File: src/hw/adc_seq_defines.svh
// Constants for the converter sequencer control block.
// Assumes inclusion by bare name from the design file, the checker and the bench.
`ifndef ADC_SEQ_DEFINES_SVH
`define ADC_SEQ_DEFINES_SVH

// Register byte addresses on the APB bus
`define ADDR_CTRL0         12'h000
`define ADDR_CTRL1         12'h004
`define ADDR_TRIG          12'h008
`define ADDR_RES_UPPER     12'h00C
`define ADDR_RES_LOWER     12'h010
`define ADDR_COMPLETE      12'h014
// Field positions
`define CTRL0_ENABLE_BIT   0
`define CTRL0_GO_BIT       1
`define CTRL1_MASK         8'hF7
`define TRIG_MASK          8'h1F
`define REG_RESET          8'h00
// Channel codes
`define CH_FIXED_REF       6'h3F
`define CH_DAC             6'h3E
`define CH_TEMP            6'h3D
`define CH_GROUND          6'h3C
`define CH_PORTA_LAST      6'h05
`define CH_PORTA_HOLE      6'h03
`define CH_PORTB_FIRST     6'h0C
`define CH_PORTB_LAST      6'h0F
`define CH_PORTC_FIRST     6'h10
`define CH_PORTC_LAST      6'h17
// Conversion timing: twelve bit periods, ten of them result bits
`define CONV_PERIODS       4'hC
`define RESULT_BITS        4'hA
`define RC_DIV             7'h10
// Trigger codes
`define TRIG_NONE          5'h00
`define TRIG_LAST          5'h11

`endif

File: src/hw/adc_seq_pkg.sv
// Types for the converter sequencer control block.
// Assumes no constant from the defines header; all widths are literal.
package adc_seq_pkg;
    // Analog routing toward the converter front end
    typedef struct packed {
        logic        analogPower;
        logic        muxConnect;
        logic [5:0]  channel;
        logic        negRefExternal;
        logic [1:0]  posRefSelect;
        logic        sampleHold;
    } analog_ctl_t;

    typedef enum logic [1:0] {
        ST_IDLE,
        ST_CONVERT
    } conv_state_t;
endpackage : adc_seq_pkg

File: src/hw/adc_sequencer_control.sv
// Control logic of a 10-bit successive-approximation converter, APB slave.
// Assumes an analog front end that answers compareHigh each bit period and
// trigger sources that are synchronous to clk or pass the pin synchroniser.
`timescale 1ns/1ps
`default_nettype none
`include "adc_seq_defines.svh"

// Functional notes
// - Writing go bit starts; clears on finish
// - Enable bit powers converter, else off
// - Top channel codes route internal sources
// - Port channel codes; reserved connect nothing
// - Format one: right justified, zero upper
// - Format zero: left justified, zero lower
// - Clock field picks divisor or RC
// - Negative reference ground or external pin
// - Enable zero disconnects every mux input
// - Positive reference field selects source
// - Trigger field maps to seventeen sources
// - Triggers act on rising edge only
// - Timer triggers coincide with flag set
// - Unimplemented bits read zero, ignore writes
// - Completion clears go, flags, loads result
// - Early clear stores partial, fills bits
// - Full conversion takes twelve bit periods
// - Trigger edge sets go by hardware
module adc_sequencer_control
    import adc_seq_pkg::*;
(
    // Clock and reset
    input  wire logic        clk,
    input  wire logic        sys_rst,
    // APB slave
    input  wire logic        psel,
    input  wire logic        penable,
    input  wire logic        pwrite,
    input  wire logic [11:0] paddr,
    input  wire logic [31:0] pwdata,
    output logic             pready,
    output logic [31:0]      prdata,
    output logic             pslverr,
    // Trigger sources, index equals trigger code
    input  wire logic [17:0] triggerSources,
    // Dedicated RC oscillator tick, from its own domain
    input  wire logic        rcTickPin,
    // Comparator decision of the analog front end
    input  wire logic        compareHigh,
    // Analog controls and status
    output analog_ctl_t      analogCtl,
    output logic             conversionBusy,
    output logic             completionFlag
);

    typedef struct packed {
        logic [5:0]  channel;
        logic        go;
        logic        enable;
        logic [7:0]  ctrl1;
        logic [4:0]  trigSel;
        logic [9:0]  result;
        logic        resultFormat;
        logic        complete;
        logic        trigPrev;
        logic [2:0]  rcSync;
        logic [6:0]  divCnt;
        logic [3:0]  period;
        logic [9:0]  sar;
        logic        lastBit;
        conv_state_t state;
        logic        pready;
        logic [31:0] prdata;
        logic        pslverr;
        analog_ctl_t analogCtl;
    } state_t;

    state_t cur_ff;
    state_t nxt_ff;

    // Channel legality: reserved codes connect nothing
    function automatic logic channelValid(input logic [5:0] ch);
        channelValid = (ch <= `CH_PORTA_LAST && ch != `CH_PORTA_HOLE) ||
                       (ch >= `CH_PORTB_FIRST && ch <= `CH_PORTC_LAST) ||
                       (ch >= `CH_GROUND);
    endfunction : channelValid

    // Divider terminal count for the clock field, minus one
    function automatic logic [6:0] divLimit(input logic [2:0] sel);
        unique case (sel)
            3'h0:    divLimit = 7'h01;
            3'h1:    divLimit = 7'h07;
            3'h2:    divLimit = 7'h1F;
            3'h4:    divLimit = 7'h03;
            3'h5:    divLimit = 7'h0F;
            3'h6:    divLimit = 7'h3F;
            default: divLimit = 7'h00;   // RC codes 011 and 111
        endcase
    endfunction : divLimit

    logic       useRc;
    logic       rcTick;
    logic       tadTick;
    logic       trigNow;
    logic       wrEn;
    logic [9:0] storeVal;

    // Clock-source selection and bit-period tick
    always_comb begin
        useRc   = (cur_ff.ctrl1[5:4] == 2'h3);
        rcTick  = cur_ff.rcSync[2] ^ cur_ff.rcSync[1];               // Toggle edge after agreement
        tadTick = useRc ? rcTick : (cur_ff.divCnt == divLimit(cur_ff.ctrl1[6:4]));
        trigNow = (cur_ff.trigSel != `TRIG_NONE) && (cur_ff.trigSel <= `TRIG_LAST)
                  ? triggerSources[cur_ff.trigSel] : 1'b0;
        wrEn    = psel && penable && pwrite && !cur_ff.pready;
        // Unconverted bits copy the last decided bit
        storeVal = cur_ff.sar;
        for (int i = 0; i < 10; i++) begin
            if (i < 10 - cur_ff.period + 2 && cur_ff.period > 4'h1)
                storeVal[i] = cur_ff.lastBit;
        end
    end

    // Next-state logic: bus, sequencer and result
    always_comb begin
        nxt_ff = cur_ff;
        nxt_ff.rcSync  = {cur_ff.rcSync[1:0], rcTickPin};
        nxt_ff.trigPrev = trigNow;
        nxt_ff.pready  = 1'b0;
        nxt_ff.pslverr = 1'b0;
        nxt_ff.divCnt  = tadTick || useRc ? 7'h00 : cur_ff.divCnt + 7'h01;

        // Register writes
        if (wrEn) begin
            unique case (paddr)
                `ADDR_CTRL0: begin
                    nxt_ff.channel = pwdata[7:2];
                    nxt_ff.enable  = pwdata[`CTRL0_ENABLE_BIT];
                    nxt_ff.go      = pwdata[`CTRL0_GO_BIT] && pwdata[`CTRL0_ENABLE_BIT];
                end
                `ADDR_CTRL1: nxt_ff.ctrl1   = pwdata[7:0] & `CTRL1_MASK;
                `ADDR_TRIG:  nxt_ff.trigSel = pwdata[4:0];
                `ADDR_COMPLETE: if (!pwdata[0]) nxt_ff.complete = 1'b0;
                default: ;
            endcase
        end

        // Hardware trigger on rising edge only
        if (trigNow && !cur_ff.trigPrev && nxt_ff.enable)
            nxt_ff.go = 1'b1;

        unique case (cur_ff.state)
            ST_IDLE: begin
                if (nxt_ff.go) begin
                    nxt_ff.state  = ST_CONVERT;
                    nxt_ff.period = 4'h0;
                    nxt_ff.sar    = 10'h000;
                    // Stale bit of an earlier conversion must not fill an early abort
                    nxt_ff.lastBit = 1'b0;
                    nxt_ff.divCnt = 7'h00;
                end
            end
            ST_CONVERT: begin
                if (!nxt_ff.go || !nxt_ff.enable) begin
                    // Abort: keep partial result with filled tail
                    nxt_ff.result       = storeVal;
                    nxt_ff.resultFormat = cur_ff.ctrl1[7];
                    nxt_ff.go           = 1'b0;
                    nxt_ff.state        = ST_IDLE;
                end else if (tadTick) begin
                    nxt_ff.period = cur_ff.period + 4'h1;
                    if (cur_ff.period >= 4'h2 && cur_ff.period < `CONV_PERIODS) begin
                        nxt_ff.sar[4'hB - cur_ff.period] = compareHigh;
                        nxt_ff.lastBit = compareHigh;
                    end
                    if (cur_ff.period == `CONV_PERIODS - 4'h1) begin
                        nxt_ff.sar[0]       = compareHigh;
                        nxt_ff.result       = {cur_ff.sar[9:1], compareHigh};
                        nxt_ff.resultFormat = cur_ff.ctrl1[7];
                        nxt_ff.go           = 1'b0;
                        nxt_ff.complete     = 1'b1;
                        nxt_ff.state        = ST_IDLE;
                    end
                end
            end
        endcase

        // Register reads and APB answer after one wait state
        if (psel && penable && !cur_ff.pready) begin
            nxt_ff.pready = 1'b1;
            nxt_ff.prdata = 32'h0000_0000;
            unique case (paddr)
                `ADDR_CTRL0:   nxt_ff.prdata[7:0] = {cur_ff.channel, cur_ff.go, cur_ff.enable};
                `ADDR_CTRL1:   nxt_ff.prdata[7:0] = cur_ff.ctrl1;
                `ADDR_TRIG:    nxt_ff.prdata[7:0] = {3'h0, cur_ff.trigSel};
                `ADDR_RES_UPPER: nxt_ff.prdata[7:0] = cur_ff.resultFormat
                               ? {6'h00, cur_ff.result[9:8]} : cur_ff.result[9:2];
                `ADDR_RES_LOWER: nxt_ff.prdata[7:0] = cur_ff.resultFormat
                               ? cur_ff.result[7:0] : {cur_ff.result[1:0], 6'h00};
                `ADDR_COMPLETE:  nxt_ff.prdata[0] = cur_ff.complete;
                default:         nxt_ff.pslverr = 1'b1;
            endcase
        end

        // Analog routing outputs
        nxt_ff.analogCtl.analogPower    = nxt_ff.enable;
        nxt_ff.analogCtl.muxConnect     = nxt_ff.enable && channelValid(nxt_ff.channel);
        nxt_ff.analogCtl.channel        = nxt_ff.channel;
        nxt_ff.analogCtl.negRefExternal = nxt_ff.ctrl1[2];
        nxt_ff.analogCtl.posRefSelect   = nxt_ff.ctrl1[1:0];
        nxt_ff.analogCtl.sampleHold     = (nxt_ff.state == ST_CONVERT);
    end

    // State register with synchronous reset to zero
    always_ff @(posedge clk) begin
        if (sys_rst) begin
            cur_ff <= '0;
        end else begin
            cur_ff <= nxt_ff;
        end
    end

    // Outputs straight from flip-flops
    assign pready         = cur_ff.pready;
    assign prdata         = cur_ff.prdata;
    assign pslverr        = cur_ff.pslverr;
    assign analogCtl      = cur_ff.analogCtl;
    assign conversionBusy = cur_ff.go;
    assign completionFlag = cur_ff.complete;

endmodule : adc_sequencer_control
`default_nettype wire

File: config.mk
export PLATFORM = sky130hd
export DESIGN_NAME = adc_sequencer_control
export DESIGN_NICKNAME = d
export VERILOG_FILES = /design/src/hw/adc_seq_pkg.sv /design/src/hw/adc_sequencer_control.sv
export VERILOG_INCLUDE_DIRS = /design/src /design/src/hw
export SDC_FILE = /design/constraint.sdc
export NUM_CORES = 1
export LEC_CHECK = 0
export BUFFER_PORTS_ARGS = -buffer_cell sky130_fd_sc_hd__buf_4
export CAP_MARGIN = 10
export CORE_ASPECT_RATIO = 1.25
export CORE_MARGIN = 5
export CORE_UTILIZATION = 30
export DETAILED_ROUTE_END_ITERATION = 10
export PLACE_DENSITY = 0.5
export SLEW_MARGIN = 20
export SYNTH_ARGS = -nofsm -noshare
export SYNTH_HDL_FRONTEND = slang
export SYNTH_SLANG_ARGS = --single-unit
export TNS_END_PERCENT = 5
File: constraint.sdc
create_clock -name clk -period 4.5 [get_ports clk]
set_input_delay 0.225 -clock clk [delete_from_list [all_inputs] [get_ports clk]]
set_output_delay 0.225 -clock clk [all_outputs]
set_load 0.005 [all_outputs]
=== Word-level counts from Yosys, hierarchy flattened ===
Index checks and enable logic that the tools add are counted.
W data, S select, Z words.

* Magnitude comparators: 21
* Mux-type cells: 51
* Eq/ne operators: 21
* Reductions and logical operators: 45
* Multiply operators: 0
* Shifts and indexed selects: 0
* Divide/modulo/power cells: 0
* Bitwise gates (word level): 2
* Add/sub/neg operators: 5

{| class="wikitable"
|+ Operators with widths
! operator !! count
|-
| $lt A3 B32 Y1 const A || 4
|-
| $lt A1 B32 Y1 const A || 2
|-
| $lt A2 B32 Y1 const A || 2
|-
| $lt A4 B32 Y1 const A || 2
|-
| $pmux W6 S6 || 1
|-
| $pmux W7 S5 || 1
|-
| $mux W34 || 1
|-
| $pmux W17 S2 || 1
|-
| $mux W8 || 4
|-
| $mux W1 || 26
|-
| $eq A12 B4 Y1 const B || 2
|-
| $eq A12 B5 Y1 const B || 2
|-
| $mux W12 || 2
|-
| $mux W24 || 1
|-
| $logic_and A1 B1 Y1 || 23
|-
| $mux W11 || 2
|-
| $mux W21 || 1
|-
| $mux W17 || 1
|-
| $mux W15 || 1
|-
| $mux W7 || 2
|-
| $eq A12 B3 Y1 const B || 1
|-
| $logic_not A12 Y1 || 1
|-
| $bwmux W10 || 1
|-
| $eq A3 B3 Y1 const B || 3
|-
| other kinds (43) || 58
|}

* Logic and storage cells: 169
* Flip-flop bits (word level): 75
* Memories: 0
* Latch bits: 0
* Input port bits: 69
* ROM bits: 0
* Bits in writable memories: 0
* Output and inout port bits: 48

=== Depth between registers and ports, before layout ===
Gate-level depths: netlist (run 1).

* Word-level depth: 12
* Gate-level depth with buffers: 12
* Mapped depth without buffers: 12

=== Worst setup path after synthesis (run 1) ===
OpenSTA, ideal clock, no wires.

* Path type: in2reg
* Start point: input port paddr[9]
* End point: register cur_ff[76] (netlist bit)
* Setup slack: 1.525 ns
* Data required time: 4.381 ns
* Arrival time: 2.856 ns
* Path buffers: 1
* Setup time: 0.119 ns
* Stages on the path: 9
* Cells stage by stage: or4_4 -> or4b_1 -> buf_6 -> nor4_4 -> mux2_4 -> a21o_4 -> nor3_4 -> inv_1 -> o221a_2

* Cells in the longest elaborated chain, start to end: 9
* Elaborated cells on any way between the ends: 12
* Classes of those cells: mux: 4; reduce/logical: 8

{| class="wikitable"
|+ Ends and longest elaborated chain
! what !! RTL line !! text
|-
| from (decl) || adc_sequencer_control.sv:37 || <nowiki>input wire logic [11:0] paddr,</nowiki>
|-
| $logic_not A12 Y1 (*) || adc_sequencer_control.sv:133 || <nowiki>unique case (paddr)</nowiki>
|-
| $mux W8 (*) || adc_sequencer_control.sv:133 ||
|-
| $mux W21 (*) || adc_sequencer_control.sv:132 || <nowiki>if (wrEn) begin</nowiki>
|-
| $logic_and A1 B1 Y1 || adc_sequencer_control.sv:147 || <nowiki>if (trigNow && !cur_ff.trigPrev && nxt_ff.enable)</nowiki>
|-
| $mux W1 || adc_sequencer_control.sv:147 ||
|-
| $logic_not A1 Y1 || adc_sequencer_control.sv:162 || <nowiki>if (!nxt_ff.go || !nxt_ff.enable) begin</nowiki>
|-
| $logic_or A1 B1 Y1 (*) || adc_sequencer_control.sv:162 ||
|-
| $reduce_bool A2 Y1 (no line) || - ||
|-
| $reduce_and A3 Y1 (no line) || - ||
|-
| to (signal assigned) || adc_sequencer_control.sv:217 || <nowiki>cur_ff <= nxt_ff;</nowiki>
|-
| to (decl) || adc_sequencer_control.sv:76 || <nowiki>state_t cur_ff;</nowiki>
|}

Every way passes the cells marked *; elsewhere a longest branch is shown, timed or not.
A chain may end at the register's enable or synchronous reset.

=== Final worst setup path (run 1) ===
* Start point: register cur_ff[59] (netlist bit)
* End point: register cur_ff[84] (netlist bit)

* Cells in the longest elaborated chain, start to end: 6
* Elaborated cells on any way between the ends: 10
* Classes of those cells: add/sub: 2; order compare: 2; eq/ne: 1; mux: 2; reduce/logical: 3

{| class="wikitable"
|+ Ends and longest elaborated chain
! what !! RTL line !! text
|-
| $sub A4 B4 Y5 || adc_sequencer_control.sv:117 || <nowiki>if (i < 10 - cur_ff.period + 2 && cur_ff.period > 4'h1)</nowiki>
|-
| $add A5 B3 Y6 || adc_sequencer_control.sv:117 ||
|-
| $lt A4 B32 Y1 || adc_sequencer_control.sv:117 ||
|-
| $logic_and A1 B1 Y1 || adc_sequencer_control.sv:117 ||
|-
| $mux W1 || adc_sequencer_control.sv:117 ||
|-
| $mux W11 || adc_sequencer_control.sv:162 ||
|}

Several ways; a longest one is shown, not always the timed one.

==> out/metrics.csv, run 1 <==
metric,value,unit
syn_area,4470,µm²
p_switching,0.000340,W
avgSynthCellArea,8.57,µm²
grt_pass1_vias,3715,
hp-class,input port to flop,
grt_max_degree,51,
final_area,5170,µm²
globalRouteOverflowTotal,0,
fin_worst_skew,0.00617,ns
wire_per_inst,16.3,µm
reg2reg_slack,1.07,ns
cts.clk_slew.worst_paths,0.06,ns
status,finished clean,
startpoint_type,flop,
start_util,30.7,%
ys.warnings.count,0,
synth_area_leaders,"dfxtp_1, buf_4, mux2i_1, nor2_1, a21oi_1",
layout-drive-gt1-share,22.0,%
cts_resized,0,
place.gp.congestion,0.856,
critPathMostFrequentCell,inv_1,
die_y,146,µm
clk_latency,0.33,ns
worst_slew_pin_slew,0.924,ns
cts.htree.levels,3,
max_freq,292,MHz
power.share.sequential,42.1,%
dpl.hpwl,9.29,mm
drc,0,
core-area,14500,µm²
postCtsSetupBuffers,0,
crit_path_end_kind,flop,
drv_cap,0,
cts_tree,yes,
grt_setup_unrepaired,no,
comb_power_share,7.2,%
final_nets,630,
leakage,1.99,nW
avgViaCountPerCell,5.19,
die_w,119,µm
path_class,flop to flop,
setup_viol,0,
synth_top_area_share,32.3,%
numCtsBuffers,9,
gr-usage-all-layers,13.9,%
numClockSinks,72,
antennaDiodeCount,0,
max_stage_delay,0.52,ns
hold_violations,0,
swShare,21.9,%
crit_chain,inv_1 -> ha_1 -> inv_1 -> ha_1 -> inv_1 -> and4_1 -> a31oi_1 -> o311ai_1 -> nor2_1 -> o31ai_1 -> a21o_1 -> a2111oi_2,
worstPathRequired,4.73,ns
critical_path_arrival,3.66,ns
tns,0,ns
pwr-share-clk,50.7,%
fp.dieArea,17400,µm²
max_slew_margin,37.4,%
groute.layer.met2.usage,24.1,%
async_flop_share,0,%
synth_cell_types,75,
syn_inst,521,
std_cell_rows,49,
grt_pass1_wl,19.7,mm
drt_iter0_drc,225,
antenna_found_initial,0,
wl,12.0,mm
cts_buffer_depth,2,
p_per_area,300,nW/µm²
intPower,0.00121,W
ir_worst_vdd,139,µV
yosysTopAreaCell,dfxtp_1,
place_area,4840,µm²
ys_seq_area_share,32.3,%
fin_crit,3.43,ns
slowest_stage,dfxtp_1,
ys.flop_type,dfxtp_1,
use_met3,2.94,%
hold_buffers,0,
total_power,0.00155,W
pin_count,117,
ys_seq_elements,72,
fin_crit_sh,76.1,%
syn_to_final_growth,15.7,%
port_buffers,67,
cp_max_fo,9,
firstDrtPassIters,4,
grt.busiest_layer,met2,
clockRootBuffer,clkbuf_16,
vias,3825,
grt_use_met1,16.2,%
synth_edf_count,0,
hold_ws,0.109,ns
slew_violations,0,
postRouteAntennaNets,0,
flip-flops by register name (all words and copies together), names as in the netlist:
signal          cells
pready              1
cur_ff             51
prdata              8
conversionBusy      1
analogCtl           9
pslverr             1
completionFlag      1
final timing paths:
kind / start / to / depth (start not counted)
worst max-delay path: cur_ff[59]$_SDFFE_PP0P_ / cur_ff[84]$_SDFFE_PP0P_ / 12
worst min-delay path: rcTickPin / cur_ff[70]$_SDFF_PP0_ / 2
worst max register to register: cur_ff[59]$_SDFFE_PP0P_ / cur_ff[84]$_SDFFE_PP0P_ / 12
worst min register to register: cur_ff[70]$_SDFF_PP0_ / cur_ff[71]$_SDFF_PP0_ / 1
Yosys cell counts (all sizes together), types with 6 or more instances:
cell	instances
a21oi	40
a221oi	7
a31oi	8
buf	50
clkbuf	19
dfxtp	72
ha	7
inv	17
mux2i	27
mux4	7
nand2	29
nand3	10
nor2	65
nor2b	11
nor3	18
o21ai	31
o221a	8
o31ai	7
xnor2	6
stage by stage:
stage | util (%) | setup WS, ns | cells
final | 35.6 | 1.07 | 737
after global routing | 35.6 | 0.721 | 737
after CTS | 35.6 | 1.10 | 737
after detailed placement | 33.3 | 0.917 | 721
after global placement | 33.3 | 0.924 | 721
after floorplan | - | 1.52 | 544
placed cells by master (no fill, tap or decap), drive strengths merged, types with 8 or more instances in the layout:
master,Yosys,routed
nand3,10,10
o21ai,31,31
mux2i,27,27
nand2,29,29
nor2b,11,11
o221a,8,8
inv,17,17
nor2,65,65
buf,50,68
dfxtp,72,72
a31oi,8,8
nor3,18,18
clkbuf,19,11
conb,1,24
a21oi,40,40
power groups by stage:
| stage | Sequential (W) | Clock [W] | Combinational (W) |
|---|---|---|---|
| 2_1_floorplan | 0.000664 | 0 | 0.0000803 |
| 3_3_place_gp | 0.000667 | 0 | 0.000110 |
| 3_5_place_dp | 0.000668 | 0 | 0.000111 |
| 4_1_cts | 0.000654 | 0.000804 | 0.000111 |
| 5_1_grt | 0.000655 | 0.000833 | 0.000125 |
| 6_report | 0.000654 | 0.000788 | 0.000111 |
worst max-delay path: cells and delay by family, from the launching register on:
kind	cells	cell delay, ns
AO/OA/AOI/OAI	5	1.18
flip-flops	1	0.52
buffers and inverters	3	0.46
AND/OR/NAND/NOR	2	0.49
adder cells (fa/ha/maj)	2	0.67
cell families (layout without fill, tap and decap cells):
family | count (synthesis) | in the layout | share of synthesized area [%]
AO/OA/AOI/OAI | 135 | 135 | 21.1
XOR/XNOR | 9 | 9 | 1.76
adder cells (fa/ha/maj) | 7 | 7 | 1.96
buffers and inverters | 86 | 101 | 11.5
flip-flops | 72 | 72 | 32.3
multiplexers | 39 | 39 | 10.9
other | 1 | 24 | 0.0840
AND/OR/NAND/NOR | 172 | 172 | 20.4
layout make-up:
| class | count | area [µm²] |
|---|---|---|
| fill | 1507 | 9360 |
| multi-input combinational | 386 | 2600 |
| sequential | 72 | 1440 |
| timing repair buffer | 68 | 510 |
| clock buffer | 11 | 253 |
| tap | 178 | 223 |
| clock inverter | 5 | 78.8 |
| inverter | 17 | 63.8 |
per-layer routing:
metal  part of all wire, %  vias up
met5                     0        -
met4                   1.8        0
met3                   5.0       14
met2                    50      121
met1                    43     1798
li1                      -     1892
No activity file was read; power rests on OpenSTA's default activity.
==> run 2, diff against run 1 <==
ABC_AREA = 1   (was unset)
PLACE_DENSITY = 0.52   (was 0.5)
clock period = 3.1 ns   (was 4.5 ns; I/O delays follow)
==> out/metrics.csv, run 2 <==
metric,value,unit,change
status,finished clean,,unchanged
numCtsBuffers,9,,unchanged
ff_latch_area,1440,µm²,unchanged
fin_crit,2.39,ns,was 3.43 ns
rr_startpoint,pready$_SDFF_PP0_,,was cur_ff[59]$_SDFFE_PP0P_
slew_violations,0,,unchanged
final_common_cell,nand2_1,,was dfxtp_1
ys_seq_elements,72,,unchanged
wl,13.3,mm,was 12.0 mm
final_nets,827,,was 630
worst_slew_pin_slew,0.722,ns,was 0.924 ns
place_area,5070,µm²,was 4840 µm²
cts_tree,yes,,unchanged
start_util,30.6,%,was 30.7%
cts_buffer_depth,2,,unchanged
startpoint_type,flop,,unchanged
grt_setup_unrepaired,no,,unchanged
numClockSinks,72,,unchanged
synth_area_leaders,"dfxtp_1, nand2_1, nand3_1, buf_4, nor2_1",,"was dfxtp_1, buf_4, mux2i_1, nor2_1, a21oi_1"
drc,0,,unchanged
crit_buf_inv,1,,was 3
fill_cells,1648,,was 1507
slowest_stage,dfxtp_1,,unchanged
worstPathRequired,3.31,ns,was 4.73 ns
ys.flop_type,dfxtp_1,,unchanged
critPathMostFrequentCell,nand2_1,,was inv_1
r2r_cells,14,,was 12
crit_chain,inv_1 -> nand3_2 -> nor2_2 -> nand3_4 -> nand2_1 -> nand2_1 -> nor2_1 -> nand2_1 -> nand2_2 -> nand3_2 -> nand2_4 -> nand3_1 -> nand2_1 -> a21oi_1,,was inv_1 -> ha_1 -> inv_1 -> ha_1 -> inv_1 -> and4_1 -> a31oi_1 -> o311ai_1 -> nor2_1 -> o31ai_1 -> a21o_1 -> a2111oi_2
tns,0,ns,unchanged
grt_pass1_vias,4163,,was 3715
wire_per_inst,13.8,µm,was 16.3 µm
clk_latency,0.34,ns,was 0.33 ns
syn_inst,709,,was 521
grt_max_degree,32,,was 51
regMostFlops,cur_ff,,unchanged
ys_seq_area_share,31.2,%,was 32.3%
avgSynthCellArea,6.52,µm²,was 8.57 µm²
cp_max_fo,27,,was 9
pin_count,117,,unchanged
max_freq,418,MHz,was 292 MHz
synth_cell_types,46,,was 75
cts.clk_slew.worst_paths,0.06,ns,about the same
setup_viol,0,,unchanged
hold_depth,3,,was 2
hold_buffers,0,,unchanged
syn_area,4620,µm²,was 4470 µm²
cts_resized,0,,unchanged
fin_worst_skew,0.0109,ns,was 0.00617 ns
critical_path_arrival,2.60,ns,was 3.66 ns
globalRouteOverflowTotal,0,,unchanged
std_cell_rows,50,,was 49
hold_ws,0.0234,ns,was 0.109 ns
max_slew_margin,51.8,%,was 37.4%
antennaDiodeCount,0,,unchanged
min_from,rcTickPin,,unchanged
port_buffers,67,,unchanged
synth_most_common_cell,nand2_1,,was dfxtp_1
postRouteAntennaNets,0,,unchanged
cts.htree.levels,3,,unchanged
p_per_area,396,nW/µm²,was 300 nW/µm²
syn_to_final_growth,15.9,%,was 15.7%
synth_top_area_share,31.2,%,was 32.3%
dpl.hpwl,10.3,mm,was 9.29 mm
drv_cap,0,,unchanged
gr-usage-all-layers,14.8,%,was 13.9%
synth_edf_count,0,,unchanged
hp-class,input port to flop,,unchanged
firstDrtPassIters,4,,unchanged
final_cell_mix,"nand2_1, nor2_1, buf_4, inv_1, dfxtp_1",,"was dfxtp_1, buf_4, nor2_1, a21oi_1, o21ai_0"
multi_input_area,2510,µm²,was 2600 µm²
crit_path_end_kind,flop,,unchanged
synth_common_cells,"nand2_1, nor2_1, inv_1",,"was dfxtp_1, nor2_1, buf_4"
postCtsSetupBuffers,0,,unchanged
fin_crit_sh,77.2,%,was 76.1%
largest_reg_flops,51,,unchanged
min_to,cur_ff[70]$_SDFF_PP0_,,unchanged
reg2reg_slack,0.71,ns,was 1.07 ns
yosysTopAreaCell,dfxtp_1,,unchanged
clockRootBuffer,clkbuf_16,,unchanged
antenna_found_initial,0,,unchanged
ys.warnings.count,0,,unchanged
crit_family,simple AND/OR/NAND/NOR gates,,was compound AO/OA/AOI/OAI gates
regToRegEndpoint,cur_ff[51]$_SDFFE_PP0P_,,was cur_ff[84]$_SDFFE_PP0P_
die_y,149,µm,was 146 µm
die_w,121,µm,was 119 µm
ir_worst_vdd,197,µV,was 139 µV
final_area,5360,µm²,was 5170 µm²
async_flop_share,0,%,unchanged
grt_pass1_wl,21.2,mm,was 19.7 mm
avgViaCountPerCell,4.56,,was 5.19
fp.dieArea,18000,µm²,was 17400 µm²
leakage,2.27,nW,was 1.99 nW
hold_violations,0,,unchanged
path_class,flop to flop,,unchanged
max_stage_delay,0.31,ns,was 0.52 ns
layout-drive-gt1-share,15.7,%,was 22.0%
vias,4398,,was 3825
drt_iter0_drc,225,,unchanged
core-area,15100,µm²,was 14500 µm²
place.gp.congestion,0.835,,was 0.856
-- run 2: worst min-delay path, cell delays in order --
cell and delay (ns):
buf_4 0.08, inv_1 0.03, nor2_1 0.06
-- run 2: where the power goes --
part           switching [W]  leakage, nW  internal, W
clock               0.000457        0.136     0.000559
combinational      0.0000867         1.56    0.0000712
sequential        0.00000976        0.582     0.000936
total               0.000553         2.27      0.00157
-- run 2: metrics by stage --
| stage | util (%) | worst slack (ns) | cells | power [W] |
|---|---|---|---|---|
| after floorplan | - | 1.13 | 732 | 0.00107 |
| after global placement | 33.6 | 0.718 | 948 | 0.00112 |
| after detailed placement | 33.6 | 0.705 | 948 | 0.00113 |
| after CTS | 35.5 | 0.705 | 964 | 0.00215 |
| after global routing | 35.5 | 0.458 | 964 | 0.00221 |
| final | 35.5 | 0.707 | 964 | 0.00212 |
-- run 2: logic make-up (layout without fill, tap and decap cells) --
family	Yosys count	in the layout	synth area share [%]
compound gates	116	116	14.1
xor+xnor	5	5	0.948
fa+ha+maj	7	7	1.90
buf+inv	145	169	16.4
flops	72	72	31.2
mux	4	4	0.867
other cells	1	24	0.0812
simple gates	359	359	34.5
-- run 2: cell type report --
cell class / count / area share [%]
Clock inverter: 7 / 1.19
Sequential cell: 72 / 26.9
Clock buffer: 9 / 4.21
Inverter: 78 / 5.47
Timing Repair Buffer: 75 / 10.5
Multi-Input combinational cell: 515 / 46.8
Tap cell: 208 / 4.86
-- run 2: metal layers --
metal | track usage [%] | vias to the layer above | share of wire (%)
met5 | 0 | - | 0
met4 | 5.73 | 0 | 2.2
met3 | 2.54 | 19 | 4.3
met2 | 26.6 | 104 | 50
met1 | 17.2 | 1943 | 43
li1 | - | 2332 | -
-- run 2: how the worst max path moves through the flow --
stage	start	endpoint	slack, ns	cells after the start
2_1_floorplan	cur_ff[59]$_SDFFE_PP0P_	cur_ff[83]$_SDFFE_PP0P_	1.13	14
3_3_place_gp	pready$_SDFF_PP0_	cur_ff[50]$_SDFFE_PP0P_	0.72	14
3_5_place_dp	paddr[8]	cur_ff[50]$_SDFFE_PP0P_	0.71	15
4_1_cts	pready$_SDFF_PP0_	cur_ff[50]$_SDFFE_PP0P_	0.71	14
5_1_grt	cur_ff[59]$_SDFFE_PP0P_	cur_ff[83]$_SDFFE_PP0P_	0.46	14
6_report	pready$_SDFF_PP0_	cur_ff[51]$_SDFFE_PP0P_	0.71	14
==> run 3, diff against run 2 <==
PLACE_DENSITY = 0.5   (was 0.52)
clock period = 2.5 ns   (was 3.1 ns; I/O delays follow)
==> out/metrics.csv, run 3 (synthesis gave the netlist of run 2 again) <==
metric,value,unit,change
status,finished clean,,unchanged
postCtsSetupBuffers,0,,unchanged
setup_viol,0,,unchanged
critPathMostFrequentCell,inv_1,,was nand2_1
dr.max_layer_used,met4,,unchanged
vias,4510,,was 4398
startpoint_type,flop,,unchanged
worstPathRequired,2.73,ns,was 3.31 ns
wl_met2,6.97,mm,was 6.66 mm
antenna_found_initial,0,,unchanged
numClockSinks,72,,unchanged
max_slew_margin,64.7,%,was 51.8%
syn_to_final_growth,17.0,%,was 15.9%
std_cell_rows,50,,unchanged
start_util,30.6,%,unchanged
drt_iter0_drc,200,,was 225
final_common_cell,nand2_1,,unchanged
ir_worst_vdd,289,µV,was 197 µV
max_freq,448,MHz,was 418 MHz
avgViaCountPerCell,4.65,,was 4.56
leakage,2.30,nW,was 2.27 nW
postRouteAntennaNets,0,,unchanged
antennaDiodeCount,0,,unchanged
dpl.hpwl,10.7,mm,was 10.3 mm
fin_crit,2.23,ns,was 2.39 ns
clk_latency,0.34,ns,about the same
cts_buffer_depth,2,,unchanged
gr-usage-all-layers,14.7,%,was 14.8%
crit_chain,inv_1 -> ha_2 -> inv_1 -> ha_1 -> inv_1 -> nand2_1 -> nand2_1 -> inv_1 -> nor2_1 -> nand3_1 -> nand3_1 -> nand3_1 -> a21oi_1 -> nor2_1,,was inv_1 -> nand3_2 -> nor2_2 -> nand3_4 -> nand2_1 -> nand2_1 -> nor2_1 -> nand2_1 -> nand2_2 -> nand3_2 -> nand2_4 -> nand3_1 -> nand2_1 -> a21oi_1
cp_max_fo,5,,was 27
m1WireLength,5.43,mm,was 5.75 mm
worst_slew_pin_slew,0.528,ns,was 0.722 ns
place_ws,0.223,ns,was 0.705 ns
largest_reg_flops,51,,unchanged
slowest_stage,dfxtp_1,,unchanged
wire_per_inst,13.7,µm,was 13.8 µm
cts.htree.levels,3,,unchanged
path_class,flop to flop,,unchanged
layout-drive-gt1-share,16.6,%,was 15.7%
firstDrtPassIters,5,,was 4
p_per_area,479,nW/µm²,was 396 nW/µm²
tns,0,ns,unchanged
globalRouteOverflowTotal,0,,unchanged
grt_max_degree,32,,unchanged
fin_crit_sh,89.3,%,was 77.2%
cts_tree,yes,,unchanged
grt_pass1_wl,21.1,mm,was 21.2 mm
fin_worst_skew,0.00603,ns,was 0.0109 ns
pin_count,117,,unchanged
die_w,121,µm,unchanged
critical_path_arrival,2.46,ns,was 2.60 ns
fp.dieArea,18000,µm²,unchanged
fill_cells,1638,,was 1648
place.gp.congestion,0.859,,was 0.835
drv_cap,0,,unchanged
port_buffers,67,,unchanged
numCtsBuffers,9,,unchanged
grt_setup_unrepaired,no,,unchanged
cts.clk_slew.worst_paths,0.06,ns,about the same
clockRootBuffer,clkbuf_16,,unchanged
wl_met3,568,µm,was 564 µm
final_nets,832,,was 827
slew_violations,0,,unchanged
core-area,15100,µm²,unchanged
hp-class,input port to flop,,unchanged
die_y,149,µm,unchanged
final_cell_mix,"nand2_1, nor2_1, buf_4, inv_1, dfxtp_1",,unchanged
max_stage_delay,0.41,ns,was 0.31 ns
drc,0,,unchanged
hold_violations,0,,unchanged
setup_ws,0.269,ns,was 0.707 ns
crit_path_end_kind,flop,,unchanged
regMostFlops,cur_ff,,unchanged
grt_pass1_vias,4196,,was 4163
wl,13.3,mm,about the same
[run 3: what timing repair did]
item / CTS / global route
hold buffers: 1 / 0
gates resized for setup: 0 / 4
endpoints found under the hold margin: 1 / 0
setup endpoints to repair: 0 / 8
[run 3: final timing paths]
kind,from,end,slack (ns),cells past startpoint
max,cur_ff[59]$_SDFFE_PP0P_,cur_ff[76]$_SDFFE_PP0P_,0.27,14
min,pwdata[3],analogCtl[5]$_SDFF_PP0_,0.06,3
max reg2reg,cur_ff[59]$_SDFFE_PP0P_,cur_ff[76]$_SDFFE_PP0P_,0.27,14
min reg2reg,cur_ff[70]$_SDFF_PP0_,cur_ff[71]$_SDFF_PP0_,0.40,2
[run 3: critical path, delay by kind of cell, from the launching register on]
family,cells,cell delay [ns]
adder cells (fa/ha/maj),2,0.60
AND/OR/NAND/NOR,7,0.65
AO/OA/AOI/OAI,1,0.14
flip-flops,1,0.41
buffers and inverters,4,0.32
[run 3: area by class of cell]
cell class | instances | area, µm² | area share (%)
Timing Repair Buffer | 80 | 603 | 11.2
Multi-Input combinational cell | 515 | 2530 | 46.7
Inverter | 78 | 293 | 5.42
Tap cell | 208 | 260 | 4.81
Sequential cell | 72 | 1440 | 26.7
Clock inverter | 6 | 42.5 | 0.787
Clock buffer | 10 | 239 | 4.42
[run 3: routing by layer]
layer  vias to the layer above  track usage (%)
li1                       2337                -
met1                      2038             16.6
met2                       115             27.3
met3                        20             1.93
met4                         0             6.41
met5                         -                0
[run 3: power by group]
| group | internal, W | switching, W |
|---|---|---|
| clock network | 0.000700 | 0.000517 |
| logic | 0.0000895 | 0.000107 |
| registers | 0.00116 | 0.0000128 |
[run 3: stage by stage]
| step | std cells | util [%] | instance area [µm²] | total power (W) | hold slack [ns] |
|---|---|---|---|---|---|
| after floorplan | 732 | - | 4710 | 0.00133 | 0.206 |
| after global placement | 952 | 33.8 | 5100 | 0.00139 | 0.342 |
| after detailed placement | 952 | 33.8 | 5100 | 0.00140 | 0.340 |
| after CTS | 969 | 35.7 | 5390 | 0.00263 | 0.0516 |
| after global routing | 969 | 35.9 | 5410 | 0.00269 | 0.0868 |
| final | 969 | 35.9 | 5410 | 0.00259 | 0.0578 |
